`src/rtl/pll2_cal_map.svh`:
```
// Register indices, field positions and reset values of the PLL2 divider bank
// Assumes APB byte address = register index times four
`ifndef PLL2_CAL_MAP_SVH
`define PLL2_CAL_MAP_SVH

// Register indices
`define IDX_OPTIONS 10'h162
`define IDX_CAL_HIGH 10'h163
`define IDX_CAL_MID 10'h164
`define IDX_CAL_LOW 10'h165
`define IDX_DIS_HIGH 10'h166
`define IDX_FB_MID 10'h167
`define IDX_FB_LOW 10'h168
`define IDX_STATUS 10'h170

// Field positions
`define PRESC_MSB 7
`define PRESC_LSB 5
`define RANGE_MSB 4
`define RANGE_LSB 2
`define XTAL_BIT 1
`define DBL_BIT 0
`define FCAL_DIS_BIT 2
`define DIV_HIGH_MSB 1

// Reset values
`define RST_OPTIONS 8'h5d
`define RST_DIV_HIGH 2'h0
`define RST_DIV_MID 8'h00
`define RST_DIV_LOW 8'h0c
`define RST_FCAL_DIS 1'h0

// Prescaler and reference range codes
`define PRESC_CODE_DIV8 3'h0
`define PRESC_CODE_DIV2A 3'h1
`define PRESC_CODE_DIV2B 3'h2
`define PRESC_RATIO_8 4'h8
`define PRESC_RATIO_2 4'h2
`define RANGE_TO_63M 3'h0
`define RANGE_TO_127M 3'h1
`define RANGE_TO_255M 3'h2
`define RANGE_TO_500M 3'h4

// Cascaded zero-delay feedback select code
`define FB_SEL_CASCADED 2'h1

// Status bits
`define ST_BUSY_BIT 0
`define ST_CASCADED_BIT 1
`define ST_RANGE_BAD_BIT 2
`define ST_N_BAD_BIT 3
`define ST_NCAL_BAD_BIT 4

`endif

```
`src/rtl/pll2_cal_pkg.sv`:
```
// Types shared by the PLL2 divider bank and its calibration sequencer
// Assumes the map header is included by the users
package pll2_cal_pkg;
  typedef logic [17:0] divider_t;
  typedef enum logic {cal_idle, cal_running} cal_state_e;
endpackage

```
`src/rtl/cal_sequencer.sv`:
```
// Calibration sequencer: turns a launch request into start pulse and busy level
// Assumes cal_complete comes from the VCO calibration engine, synchronous to pclk
`timescale 1ns/1ns
`default_nettype none
module cal_sequencer
  import pll2_cal_pkg::*;
(
  // Clock and reset
  input wire logic pclk,
  input wire logic presetn,
  // Requests
  input wire logic launch,
  input wire logic cal_complete,
  // Status
  output logic cal_start,
  output logic cal_busy
);
  typedef struct packed {
    cal_state_e state;
    logic start;
  } seq_s;

  seq_s cur;
  seq_s next_cur;

  always_comb begin
    next_cur = cur;
    next_cur.start = 1'b0;
    unique case (cur.state)
      cal_idle: begin
        if (launch) begin
          next_cur.state = cal_running;
          next_cur.start = 1'b1;
        end
      end
      cal_running: begin
        // A new launch restarts the routine
        if (launch) begin
          next_cur.start = 1'b1;
        end else if (cal_complete) begin
          next_cur.state = cal_idle;
        end
      end
    endcase
  end

  always_ff @(posedge pclk or negedge presetn) begin
    if (!presetn) begin
      cur <= '{state: cal_idle, start: 1'b0};
    end else begin
      cur <= next_cur;
    end
  end

  assign cal_start = cur.start;
  assign cal_busy = (cur.state == cal_running);
endmodule // cal_sequencer
`default_nettype wire

```
`src/rtl/pll2_divider_calibration_regs.sv`:
```
// PLL2 prescaler, reference options and feedback divider registers on APB
// Assumes an APB master on pclk; calibration engine reports completion
//
// What this block does
// - Prescaler code 0 divides by 8, 1 and 2 by 2, 3..7 by code.
// - Range codes 0,1,2,4 select bands up to 500 MHz; others reserved.
// - Crystal amplifier enable bit turns the oscillator amplifier off or on.
// - Doubler enable bit bypasses or inserts the reference doubler.
// - Zero-delay configuration is never active during calibration.
// - Cascaded mode calibrates with calibration divider, then uses normal divider.
// - Cascaded zero-delay mode holds exactly when feedback select equals 1.
// - Calibration divider is 18 bits over three registers; zero invalid.
// - Normal divider is 18 bits over three registers; zero invalid.
// - Writing normal divider low byte launches calibration when enabled.
// - Calibration-disable bit suppresses the launch on a low-byte write.
`timescale 1ns/1ns
`default_nettype none
`include "pll2_cal_map.svh"
module pll2_divider_calibration_regs
  import pll2_cal_pkg::*;
(
  // Clock and reset
  input wire logic pclk,
  input wire logic presetn,
  // APB slave
  input wire logic psel,
  input wire logic penable,
  input wire logic pwrite,
  input wire logic [11:0] paddr,
  input wire logic [31:0] pwdata,
  input wire logic [3:0] pstrb,
  output logic [31:0] prdata,
  output logic pready,
  output logic pslverr,
  // Feedback path select and calibration engine
  input wire logic [1:0] feedback_clock_select,
  input wire logic cal_complete,
  // PLL2 controls
  output logic [3:0] vco_feedback_prescaler,
  output logic [2:0] reference_range_code,
  output logic reference_range_reserved,
  output logic crystal_amp_enable,
  output logic reference_doubler_enable,
  output logic [17:0] active_feedback_divider,
  output logic main_divider_invalid,
  output logic cal_divider_invalid,
  output logic cascaded_zero_delay,
  output logic zero_delay_active,
  output logic cal_start,
  output logic cal_busy
);
  typedef struct packed {
    logic [7:0] options;
    logic [1:0] cal_high;
    logic [7:0] cal_mid;
    logic [7:0] cal_low;
    logic fcal_dis;
    logic [1:0] fb_high;
    logic [7:0] fb_mid;
    logic [7:0] fb_low;
    logic [7:0] rdata;
    logic miss;
  } regs_s;

  regs_s cur;
  regs_s next_cur;
  logic [9:0] index;
  logic setup;
  logic wr_en;
  logic launch;
  divider_t main_feedback_divider;
  divider_t calibration_feedback_divider;
  logic [7:0] status;

  function automatic logic [3:0] prescale_ratio(input logic [2:0] code);
    if (code == `PRESC_CODE_DIV8) begin
      prescale_ratio = `PRESC_RATIO_8;
    end else if (code == `PRESC_CODE_DIV2A || code == `PRESC_CODE_DIV2B) begin
      prescale_ratio = `PRESC_RATIO_2;
    end else begin
      prescale_ratio = {1'b0, code};
    end
  endfunction

  function automatic logic range_is_reserved(input logic [2:0] code);
    range_is_reserved = !(code == `RANGE_TO_63M || code == `RANGE_TO_127M ||
                          code == `RANGE_TO_255M || code == `RANGE_TO_500M);
  endfunction

  function automatic logic is_mapped(input logic [9:0] idx);
    is_mapped = (idx >= `IDX_OPTIONS && idx <= `IDX_FB_LOW) || idx == `IDX_STATUS;
  endfunction

  assign index = paddr[11:2];
  assign setup = psel && !penable;
  assign wr_en = psel && penable && pwrite && pstrb[0] && is_mapped(index);

  // Dividers assembled from their byte registers
  assign calibration_feedback_divider = {cur.cal_high, cur.cal_mid, cur.cal_low};
  assign main_feedback_divider = {cur.fb_high, cur.fb_mid, cur.fb_low};

  // Low-byte write launches calibration unless disabled
  assign launch = wr_en && index == `IDX_FB_LOW && !cur.fcal_dis;

  always_comb begin
    status = 8'h00;
    status[`ST_BUSY_BIT] = cal_busy;
    status[`ST_CASCADED_BIT] = cascaded_zero_delay;
    status[`ST_RANGE_BAD_BIT] = reference_range_reserved;
    status[`ST_N_BAD_BIT] = main_divider_invalid;
    status[`ST_NCAL_BAD_BIT] = cal_divider_invalid;
  end

  always_comb begin
    next_cur = cur;
    // Read data and decode captured in the setup phase
    if (setup) begin
      next_cur.miss = !is_mapped(index);
      unique case (index)
        `IDX_OPTIONS: next_cur.rdata = cur.options;
        `IDX_CAL_HIGH: next_cur.rdata = {6'h00, cur.cal_high};
        `IDX_CAL_MID: next_cur.rdata = cur.cal_mid;
        `IDX_CAL_LOW: next_cur.rdata = cur.cal_low;
        `IDX_DIS_HIGH: next_cur.rdata = {5'h00, cur.fcal_dis, cur.fb_high};
        `IDX_FB_MID: next_cur.rdata = cur.fb_mid;
        `IDX_FB_LOW: next_cur.rdata = cur.fb_low;
        `IDX_STATUS: next_cur.rdata = status;
        default: next_cur.rdata = 8'h00;
      endcase
    end
    if (wr_en) begin
      unique case (index)
        `IDX_OPTIONS: next_cur.options = pwdata[7:0];
        `IDX_CAL_HIGH: next_cur.cal_high = pwdata[`DIV_HIGH_MSB:0];
        `IDX_CAL_MID: next_cur.cal_mid = pwdata[7:0];
        `IDX_CAL_LOW: next_cur.cal_low = pwdata[7:0];
        `IDX_DIS_HIGH: begin
          next_cur.fcal_dis = pwdata[`FCAL_DIS_BIT];
          next_cur.fb_high = pwdata[`DIV_HIGH_MSB:0];
        end
        `IDX_FB_MID: next_cur.fb_mid = pwdata[7:0];
        `IDX_FB_LOW: next_cur.fb_low = pwdata[7:0];
        default: next_cur.options = cur.options;
      endcase
    end
  end

  always_ff @(posedge pclk or negedge presetn) begin
    if (!presetn) begin
      cur <= '{options: `RST_OPTIONS,
               cal_high: `RST_DIV_HIGH,
               cal_mid: `RST_DIV_MID,
               cal_low: `RST_DIV_LOW,
               fcal_dis: `RST_FCAL_DIS,
               fb_high: `RST_DIV_HIGH,
               fb_mid: `RST_DIV_MID,
               fb_low: `RST_DIV_LOW,
               rdata: 8'h00,
               miss: 1'b0};
    end else begin
      cur <= next_cur;
    end
  end

  // APB answer: zero wait states, error on unmapped index
  assign pready = 1'b1;
  assign pslverr = psel && penable && cur.miss;
  assign prdata = {24'h00_0000, cur.rdata};

  cal_sequencer u_cal_sequencer (
    .pclk(pclk),
    .presetn(presetn),
    .launch(launch),
    .cal_complete(cal_complete),
    .cal_start(cal_start),
    .cal_busy(cal_busy)
  );

  // Option decode
  assign vco_feedback_prescaler = prescale_ratio(cur.options[`PRESC_MSB:`PRESC_LSB]);
  assign reference_range_code = cur.options[`RANGE_MSB:`RANGE_LSB];
  assign reference_range_reserved = range_is_reserved(reference_range_code);
  assign crystal_amp_enable = cur.options[`XTAL_BIT];
  assign reference_doubler_enable = cur.options[`DBL_BIT];

  // Feedback path and divider selection
  assign cascaded_zero_delay = (feedback_clock_select == `FB_SEL_CASCADED);
  assign zero_delay_active = (feedback_clock_select != 2'h0) && !cal_busy;
  assign active_feedback_divider = (cal_busy && cascaded_zero_delay) ?
    calibration_feedback_divider : main_feedback_divider;
  assign main_divider_invalid = (main_feedback_divider == 18'h0_0000);
  assign cal_divider_invalid = (calibration_feedback_divider == 18'h0_0000);
endmodule // pll2_divider_calibration_regs
`default_nettype wire

```
`config.mk`:
```
export PLATFORM = sky130hd
export DESIGN_NAME = pll2_divider_calibration_regs
export DESIGN_NICKNAME = d
export VERILOG_FILES = /design/src/rtl/pll2_cal_pkg.sv /design/src/rtl/cal_sequencer.sv /design/src/rtl/pll2_divider_calibration_regs.sv
export VERILOG_INCLUDE_DIRS = /design/src /design/src/rtl
export SDC_FILE = /design/constraint.sdc
export NUM_CORES = 1
export LEC_CHECK = 0
export BUFFER_PORTS_ARGS = -buffer_cell sky130_fd_sc_hd__buf_2
export CORE_MARGIN = 2
export CORE_UTILIZATION = 40
export DETAILED_ROUTE_END_ITERATION = 16
export GPL_ROUTABILITY_DRIVEN = 0
export PLACE_DENSITY = 0.7
export SLEW_MARGIN = 20
export SYNTH_ARGS = -nofsm -noshare
export SYNTH_HDL_FRONTEND = slang
export SYNTH_SLANG_ARGS = --single-unit
```
`constraint.sdc`:
```
create_clock -name pclk -period 2.1 [get_ports pclk]
set_input_delay 0.42 -clock pclk [delete_from_list [all_inputs] [get_ports pclk]]
set_output_delay 0.42 -clock pclk [all_outputs]
set_load 0.02 [all_outputs]
```
==> Implementation_results.wiki, run 1 <==
{| class="wikitable"
! Metric !! Value
|-
| Clock network fraction of design power || 0.316
|-
| Cell type of the slowest stage on the worst timing path || sky130_fd_sc_hd__or4_4
|-
| Distinct cell type count of the synthesized netlist || between 40 and 50
|-
| Switching portion of total power || 0.2637
|-
| Initial standard-cell utilization of the core || 0.4099
|-
| Number of inserted filler cells in the final layout || 748
|-
| Final routed wire length divided by cell count || 18.44 um
|-
| Status || complete, but fails checks
|-
| Clock buffer count from CTS || 5
|-
| Final standard cell utilization of the core || 0.4884
|-
| Final hold violation count || 0
|-
| VDD IR max || 0.0001985 V
|-
| H-tree depth reported by CTS || 2
|-
| Initial DRC Count || between 150 and 200
|-
| Setup Skew || around 0.0041 ns
|-
| Number of global-route vias before repair || 2,609
|-
| Crit path kind || flop to output pin
|-
| Standby leakage power || 2.028 nW
|-
| CTS max path bufs || 2
|-
| DR vias || 2,643
|-
| First-pass iteration count of the detailed router || 5
|-
| Critical path's largest stage delay || 0.56 ns
|-
| Register area share after synthesis || 0.4216
|-
| Max Slew Vio Count || 0
|-
| Main synth FF type || sky130_fd_sc_hd__dfrtp_1
|-
| Share of post-route cells with drive strength above 1 || 0.5133
|-
| Number of nets in the layout || roughly 430
|-
| Overall overflow remaining after global route || 0
|-
| Row cnt || 33
|-
| Max frequency || 457.0 MHz
|-
| Area of the mapped netlist || 3351 um2
|-
| Internal cell power || between 1 and 1.5 mW
|-
| Final WS setup || -0.08837 ns
|-
| Input/output buffers || 69
|-
| Setup-violating endpoint count in the final report || 1
|-
| Total of flip-flops plus latches after synthesis || 56
|-
| Area inside the core boundary || roughly 8200 um2
|-
| DIE AREA || 9125 um2
|-
| Horizontal die dimension || between 90 and 100 um
|-
| Proportion of power drawn by flip-flops and latches || 0.579
|-
| Arrival @ worst endpoint || 1.77 ns
|-
| Largest cells by area after synthesis || sky130_fd_sc_hd__dfrtp_1, sky130_fd_sc_hd__mux2_2, sky130_fd_sc_hd__buf_4
|-
| CTS clock-pin slew for the worst setup and hold paths || 0.10 ns
|-
| CP Max Fanout || 2
|-
| Power density over cell area || approximately 470 nW/um2
|-
| Syn_area_per_cell || 11.32 um2
|-
| Share of the synthesized area in the top cell type || 0.3510
|-
| Tightest Hold Check Type || input port to asynchronous set/reset pin
|-
| Commonest non-fill, non-tap cell in the layout || sky130_fd_sc_hd__buf_2
|-
| Yosys synthesis warning count || 0
|-
| Kind of start point of the critical path || flop
|-
| Final antenna-violating net count || 0
|-
| Fraction of registers with async set or reset after synthesis || 1.000
|-
| Maximum Capacitance Violations || 0
|-
| Number of top-level design ports || between 100 and 150
|-
| Largest net degree at the start of global routing || 57
|-
| Final Cycle Share || 1.042
|-
| CP required || around 1.7 ns
|-
| Number of enable-type register cells in the synthesized netlist || 0
|-
| Series of cell instances along the critical path || or4_4 > nor3_4 > and3_4 > buf_6
|-
| Hold buffers post-CTS || 0
|-
| Relative slew slack || 0.6192
|-
| Pin slew with the least headroom to its limit || 0.5652 ns
|-
| Failing checks || negative setup slack
|-
| Number of clock sinks seen by CTS || 56
|-
| Share of power burned in combinational logic || 0.105
|-
| Latest clock arrival within the worst-skew pair || 0.31 ns
|-
| Number of antenna violations at the first check in global routing || 0
|-
| Detailed-placement wirelength estimate || 6.557 mm
|-
| Total Routing Usage GR || 0.1973
|-
| Root buffer cell || sky130_fd_sc_hd__clkbuf_8
|-
| Routed Wire Length || 8.869 mm
|-
| Post-layout min period || 2.188 ns
|-
| Wire length of the first global-routing pass || between 10 and 15 mm
|-
| Clock tree from TritonCTS || built
|-
| Antenna cells || 0
|-
| Post-route DRC || 0
|-
| Setup repair after global routing missed its margin || yes
|-
| Most used cells in the layout excluding fill and tap cells || sky130_fd_sc_hd__buf_2, sky130_fd_sc_hd__mux2_2, sky130_fd_sc_hd__dfrtp_1, sky130_fd_sc_hd__conb_1, sky130_fd_sc_hd__buf_4
|-
| Vias/cell || 5.495
|-
| Floorplan die height || 95.53 um
|-
| Biggest area consumer among synthesized cells || sky130_fd_sc_hd__dfrtp_1
|-
| Post-synthesis instance total || just under 300
|-
| Net switching power of the design || 0.4932 mW
|-
| Area growth from synthesis to layout || 19.16%
|-
| Critical path capture point type || output pin
|-
| Setup TNS Final || -0.08837 ns
|}
==> per-layer routing <==
metal	share of wire	wire length [um]	up-vias	track usage
met5	0	0	-	0
met4	0.017	148	0	0.06429
met3	0.051	453	11	0.02292
met2	0.50	4425	107	0.3275
met1	0.43	3841	1322	0.2683
li1	-	-	1203	-
==> flip-flops by register name, indices dropped and copies added, names as in the netlist <==
signal,count
calibration_feedback_divider,18
reference_range_code,3
u_cal_sequencer.cal_start,1
u_cal_sequencer.cal_busy,1
prdata,8
cur,23
reference_doubler_enable,1
crystal_amp_enable,1
==> kinds of logic after synthesis <==
group           count (synthesis)  share of synthesized area
compound gates                 39                    0.09261
buf+inv                        53                     0.1012
fa+ha+maj                       1                   0.002987
other cells                     2                   0.002241
simple gates                   73                     0.1400
flops                          56                     0.4216
mux                            72                     0.2394
==> cell type report <==
cell class / instances / area, um2 / area share
multi-input combinational: 210 / 1729 / 0.4331
sequential: 56 / 1413 / 0.3538
timing repair buffer: 98 / 619.3 / 0.1551
tap: 105 / 131.4 / 0.03291
clock buffer: 7 / 76.32 / 0.01912
inverter: 4 / 15.01 / 0.003761
clock inverter: 1 / 8.758 / 0.002194
==> metrics by stage <==
step	power, mW	cell area, um2	setup WS [ns]	hold slack (ns)	cells
after floorplan	1.238	3440	0.02381	0.1244	319
after global placement	1.293	3822	-0.1064	0.4410	468
after detailed placement	1.296	3822	-0.1082	0.4444	468
after CTS	1.886	3976	-0.05287	0.1053	481
after global routing	1.945	3993	-0.1272	0.1085	481
final	1.870	3993	-0.08837	0.07750	481
==> synth_stat cells (6+ instances only) <==
library cell / instances
sky130_fd_sc_hd__clkbuf_1: 10
sky130_fd_sc_hd__nand2_1: 14
sky130_fd_sc_hd__a32oi_1: 6
sky130_fd_sc_hd__mux2i_1: 7
sky130_fd_sc_hd__dfrtp_1: 47
sky130_fd_sc_hd__dfstp_2: 9
sky130_fd_sc_hd__mux2_2: 65
sky130_fd_sc_hd__nor2_1: 10
sky130_fd_sc_hd__buf_4: 37
sky130_fd_sc_hd__nor4_1: 8
sky130_fd_sc_hd__a22oi_1: 8
sky130_fd_sc_hd__a222oi_1: 6
==> power by group through the flow <==
stage                     clock (mW)  combinational, mW  sequential (mW)
final                          0.591              0.196             1.08
after detailed placement           0              0.193             1.10
after global placement             0              0.190             1.10
after CTS                      0.607              0.196             1.08
after global routing           0.645              0.217             1.08
after floorplan                    0              0.135             1.10
==> path summary, 6_finish.rpt <==
path | end | cells past startpoint | slack, ns | start
worst max-delay path | cal_divider_invalid | 4 | -0.09 | calibration_feedback_divider[7]
worst min-delay path | prdata[6] | 2 | 0.08 | presetn
worst max register to register | prdata[4] | 4 | 0.51 | calibration_feedback_divider[7]
worst min register to register | u_cal_sequencer.cal_start | 1 | 0.52 | cur[27]
max in group asynchronous | reference_range_code[0] | 2 | 1.70 | presetn
min in group pclk | u_cal_sequencer.cal_busy | 2 | 0.28 | cal_complete
==> worst max-delay path: cells and delay by family, from the launching register on <==
| kind | cells | cell delay, ns |
|---|---|---|
| buffers and inverters | 1 | 0.11 |
| DFF | 1 | 0.40 |
| and+or+nand+nor | 3 | 0.95 |
==> what timing repair did <==
action | in CTS | in global routing
setup endpoints to repair | 1 | 2
gates cloned | 0 | 0
setup buffers | 5 | 0
hold endpoints to repair | 0 | 0
resized for setup | 8 | 3
pin swaps | 0 | 1
No activity file was read; power rests on OpenSTA's default activity.
==> run 2, diff against run 1 <==
CORE_MARGIN = unset   (was 2)
==> Implementation_results.wiki, run 2 (same netlist as run 1, synthesis figures left out) <==
{| class="wikitable"
! Metric !! Value
|-
| Status || complete, but fails checks (unchanged)
|-
| Failing checks || negative setup slack (unchanged)
|-
| Final WS setup || -0.1159 ns (was -0.08837 ns)
|-
| Final Cycle Share || 1.055 (was 1.042)
|-
| Detailed-placement wirelength estimate || 6.479 mm (was 6.557 mm)
|-
| Switching portion of total power || 0.2531 (was 0.2637)
|-
| Metal3 WL || 430 um (was 453 um)
|-
| Most used cells in the layout excluding fill and tap cells || sky130_fd_sc_hd__buf_2, sky130_fd_sc_hd__mux2_2, sky130_fd_sc_hd__dfrtp_1, sky130_fd_sc_hd__buf_4, sky130_fd_sc_hd__conb_1 (was sky130_fd_sc_hd__buf_2, sky130_fd_sc_hd__mux2_2, sky130_fd_sc_hd__dfrtp_1, sky130_fd_sc_hd__conb_1, sky130_fd_sc_hd__buf_4)
|-
| Overall power of the completed layout || 2.001 mW (was 1.870 mW)
|-
| Setup-violating endpoint count in the final report || 1 (unchanged)
|-
| Latest clock arrival within the worst-skew pair || 0.32 ns (was 0.31 ns)
|-
| Post-route DRC || 0 (unchanged)
|-
| VDD IR max || 0.0002247 V (was 0.0001985 V)
|-
| Top layer used by detailed routing || met4 (unchanged)
|-
| Cell type of the slowest stage on the worst timing path || sky130_fd_sc_hd__or4_4 (unchanged)
|-
| Clock network fraction of design power || 0.359 (was 0.316)
|-
| Total Routing Usage GR || 0.2054 (was 0.1973)
|-
| Final routed wire length divided by cell count || 17.72 um (was 18.44 um)
|-
| Crit path kind || flop to output pin (unchanged)
|-
| DIE AREA || 8747 um2 (was 9125 um2)
|-
| CP Max Fanout || 2 (unchanged)
|-
| Crit path max-delay family || simple AND/OR/NAND/NOR gates (unchanged)
|-
| CP bufs+invs || 1 (unchanged)
|-
| Max Slew Vio Count || 0 (unchanged)
|-
| Area inside the core boundary || 8175 um2 (unchanged)
|-
| Final non-filler cell total || 487 (was 481)
|-
| H-tree depth reported by CTS || 2 (unchanged)
|-
| Arrival @ worst endpoint || 1.80 ns (was 1.77 ns)
|-
| Setup repair after global routing missed its margin || yes (unchanged)
|-
| Clock tree from TritonCTS || built (unchanged)
|-
| Input/output buffers || 69 (unchanged)
|-
| Standby leakage power || 2.071 nW (was 2.028 nW)
|-
| Final standard cell utilization of the core || 0.4966 (was 0.4884)
|-
| Worst hold margin || 0.03424 ns (was 0.07750 ns)
|-
| Met2 Wirelength || 4.226 mm (was 4.425 mm)
|-
| Floorplan die height || 93.53 um (was 95.53 um)
|-
| Horizontal die dimension || 93.53 um (was 95.53 um)
|-
| Critical path capture point type || output pin (unchanged)
|-
| Final antenna-violating net count || 0 (unchanged)
|-
| Maximum Capacitance Violations || 0 (unchanged)
|-
| CTS clock-pin slew for the worst setup and hold paths || 0.11 ns (was 0.10 ns)
|-
| Pin slew with the least headroom to its limit || 0.6673 ns (was 0.5652 ns)
|-
| Number of antenna violations at the first check in global routing || 0 (unchanged)
|-
| Largest net degree at the start of global routing || 39 (was 57)
|-
| Proportion of power drawn by flip-flops and latches || 0.541 (was 0.579)
|-
| Hold buffers post-CTS || 0 (unchanged)
|-
| Commonest non-fill, non-tap cell in the layout || sky130_fd_sc_hd__buf_2 (unchanged)
|-
| Number of clock sinks seen by CTS || 56 (unchanged)
|-
| Kind of start point of the critical path || flop (unchanged)
|-
| Clock buffer count from CTS || 5 (unchanged)
|-
| Area growth from synthesis to layout || 21.17% (was 19.16%)
|-
| CTS max path bufs || 2 (unchanged)
|-
| Share of power burned in combinational logic || 0.100 (was 0.105)
|-
| Root buffer cell || sky130_fd_sc_hd__clkbuf_8 (unchanged)
|-
| DR vias || 2,665 (was 2,643)
|-
| Share of post-route cells with drive strength above 1 || 0.5236 (was 0.5133)
|-
| Number of global-route vias before repair || 2,592 (was 2,609)
|-
| Series of cell instances along the critical path || or4_4 > nor3_4 > and3_4 > buf_6 (unchanged)
|-
| Critical path's largest stage delay || 0.55 ns (was 0.56 ns)
|-
| Number of top-level design ports || 124 (unchanged)
|-
| Placed cell count || 470 (was 468)
|-
| Number of inserted filler cells in the final layout || 742 (was 748)
|-
| Setup Skew || 0.008029 ns (was 0.004129 ns)
|-
| Max frequency || 451.3 MHz (was 457.0 MHz)
|-
| Initial DRC Count || 168 (was 159)
|-
| Overall overflow remaining after global route || 0 (unchanged)
|-
| Wire length of the first global-routing pass || 13.81 mm (was 13.77 mm)
|-
| First-pass iteration count of the detailed router || 6 (was 5)
|-
| Final hold violation count || 0 (unchanged)
|-
| Number of nets in the layout || 437 (was 431)
|-
| CP required || 1.68 ns (about the same)
|-
| DRT met1 WL || 3.904 mm (was 3.841 mm)
|-
| Biggest register || cur (unchanged)
|-
| Row cnt || 33 (unchanged)
|-
| Net switching power of the design || 0.5066 mW (was 0.4932 mW)
|-
| Tightest Hold Check Type || input port to asynchronous set/reset pin (unchanged)
|-
| DP Worst Slack || -0.1153 ns (was -0.1082 ns)
|-
| Initial standard-cell utilization of the core || 0.4099 (unchanged)
|-
| Power density over cell area || 492.9 nW/um2 (was 468.4 nW/um2)
|-
| Largest register FFs || 23 (unchanged)
|-
| Relative slew slack || 0.5504 (was 0.6192)
|-
| Vias/cell || 5.472 (was 5.495)
|-
| Post-layout min period || 2.216 ns (was 2.188 ns)
|-
| Internal cell power || 1.495 mW (was 1.377 mW)
|-
| Routed Wire Length || 8.628 mm (was 8.869 mm)
|-
| Antenna cells || 0 (unchanged)
|}
==> run 2: what timing repair did <==
| action | CTS | global route |
|---|---|---|
| gates resized for setup | 8 | 3 |
| endpoints found under the setup margin | 1 | 2 |
| buffers inserted | 6 | 3 |
| pin swaps | 0 | 3 |
==> run 2: worst paths after layout <==
| kind | endpoint | cells after the start | start | slack, ns |
|---|---|---|---|---|
| min reg2reg | u_cal_sequencer.cal_start | 1 | cur[27] | 0.50 |
| min in group pclk | u_cal_sequencer.cal_busy | 2 | cal_complete | 0.29 |
| max reg2reg | prdata[4] | 5 | calibration_feedback_divider[7] | 0.40 |
| max in group asynchronous | reference_doubler_enable | 2 | presetn | 1.44 |
| max | cal_divider_invalid | 4 | calibration_feedback_divider[7] | -0.12 |
| min | prdata[2] | 1 | presetn | 0.03 |
==> run 2: final cells by class <==
cell class,instances,area (um2),share of cell area
clock buffers,6,72.57,0.01787
clock inverters,2,35.03,0.008629
inverters,4,15.01,0.003698
multi-input cells,210,1729,0.4259
flip-flops and latches,56,1413,0.3479
well taps,105,131.4,0.03236
repair buffers,104,664.4,0.1636
==> run 2: power by group through the flow <==
stage          sequential (mW)  combinational (mW)  clock (mW)
4_1_cts                   1.08               0.199       0.723
3_5_place_dp              1.10               0.195           0
6_report                  1.08               0.200       0.719
2_1_floorplan             1.10               0.135           0
5_1_grt                   1.08               0.219       0.772
3_3_place_gp              1.10               0.192           0
==> run 2: per-stage QoR <==
step	instance area [um2]	TNS [ns]
detailed placement	3837	-1.151
CTS	4021	-0.04713
finish	4060	-0.1159
floorplan	3440	0
global route	4060	-0.2029
global placement	3837	-0.9211
==> run 2: worst register-to-register path, stage by stage (launching register included) <==
cell and delay, ns:
sky130_fd_sc_hd__dfrtp_1 0.39, sky130_fd_sc_hd__or4_4 0.55, sky130_fd_sc_hd__nor3_4 0.21, sky130_fd_sc_hd__buf_4 0.13, sky130_fd_sc_hd__nand4_1 0.10, sky130_fd_sc_hd__a32oi_1 0.23
==> run 2: layer usage <==
metal	up-vias	global-route usage
met1	1351	0.2776
met3	6	0.03008
met4	0	0.04744
met5	-	0
li1	1210	-
met2	98	0.3468
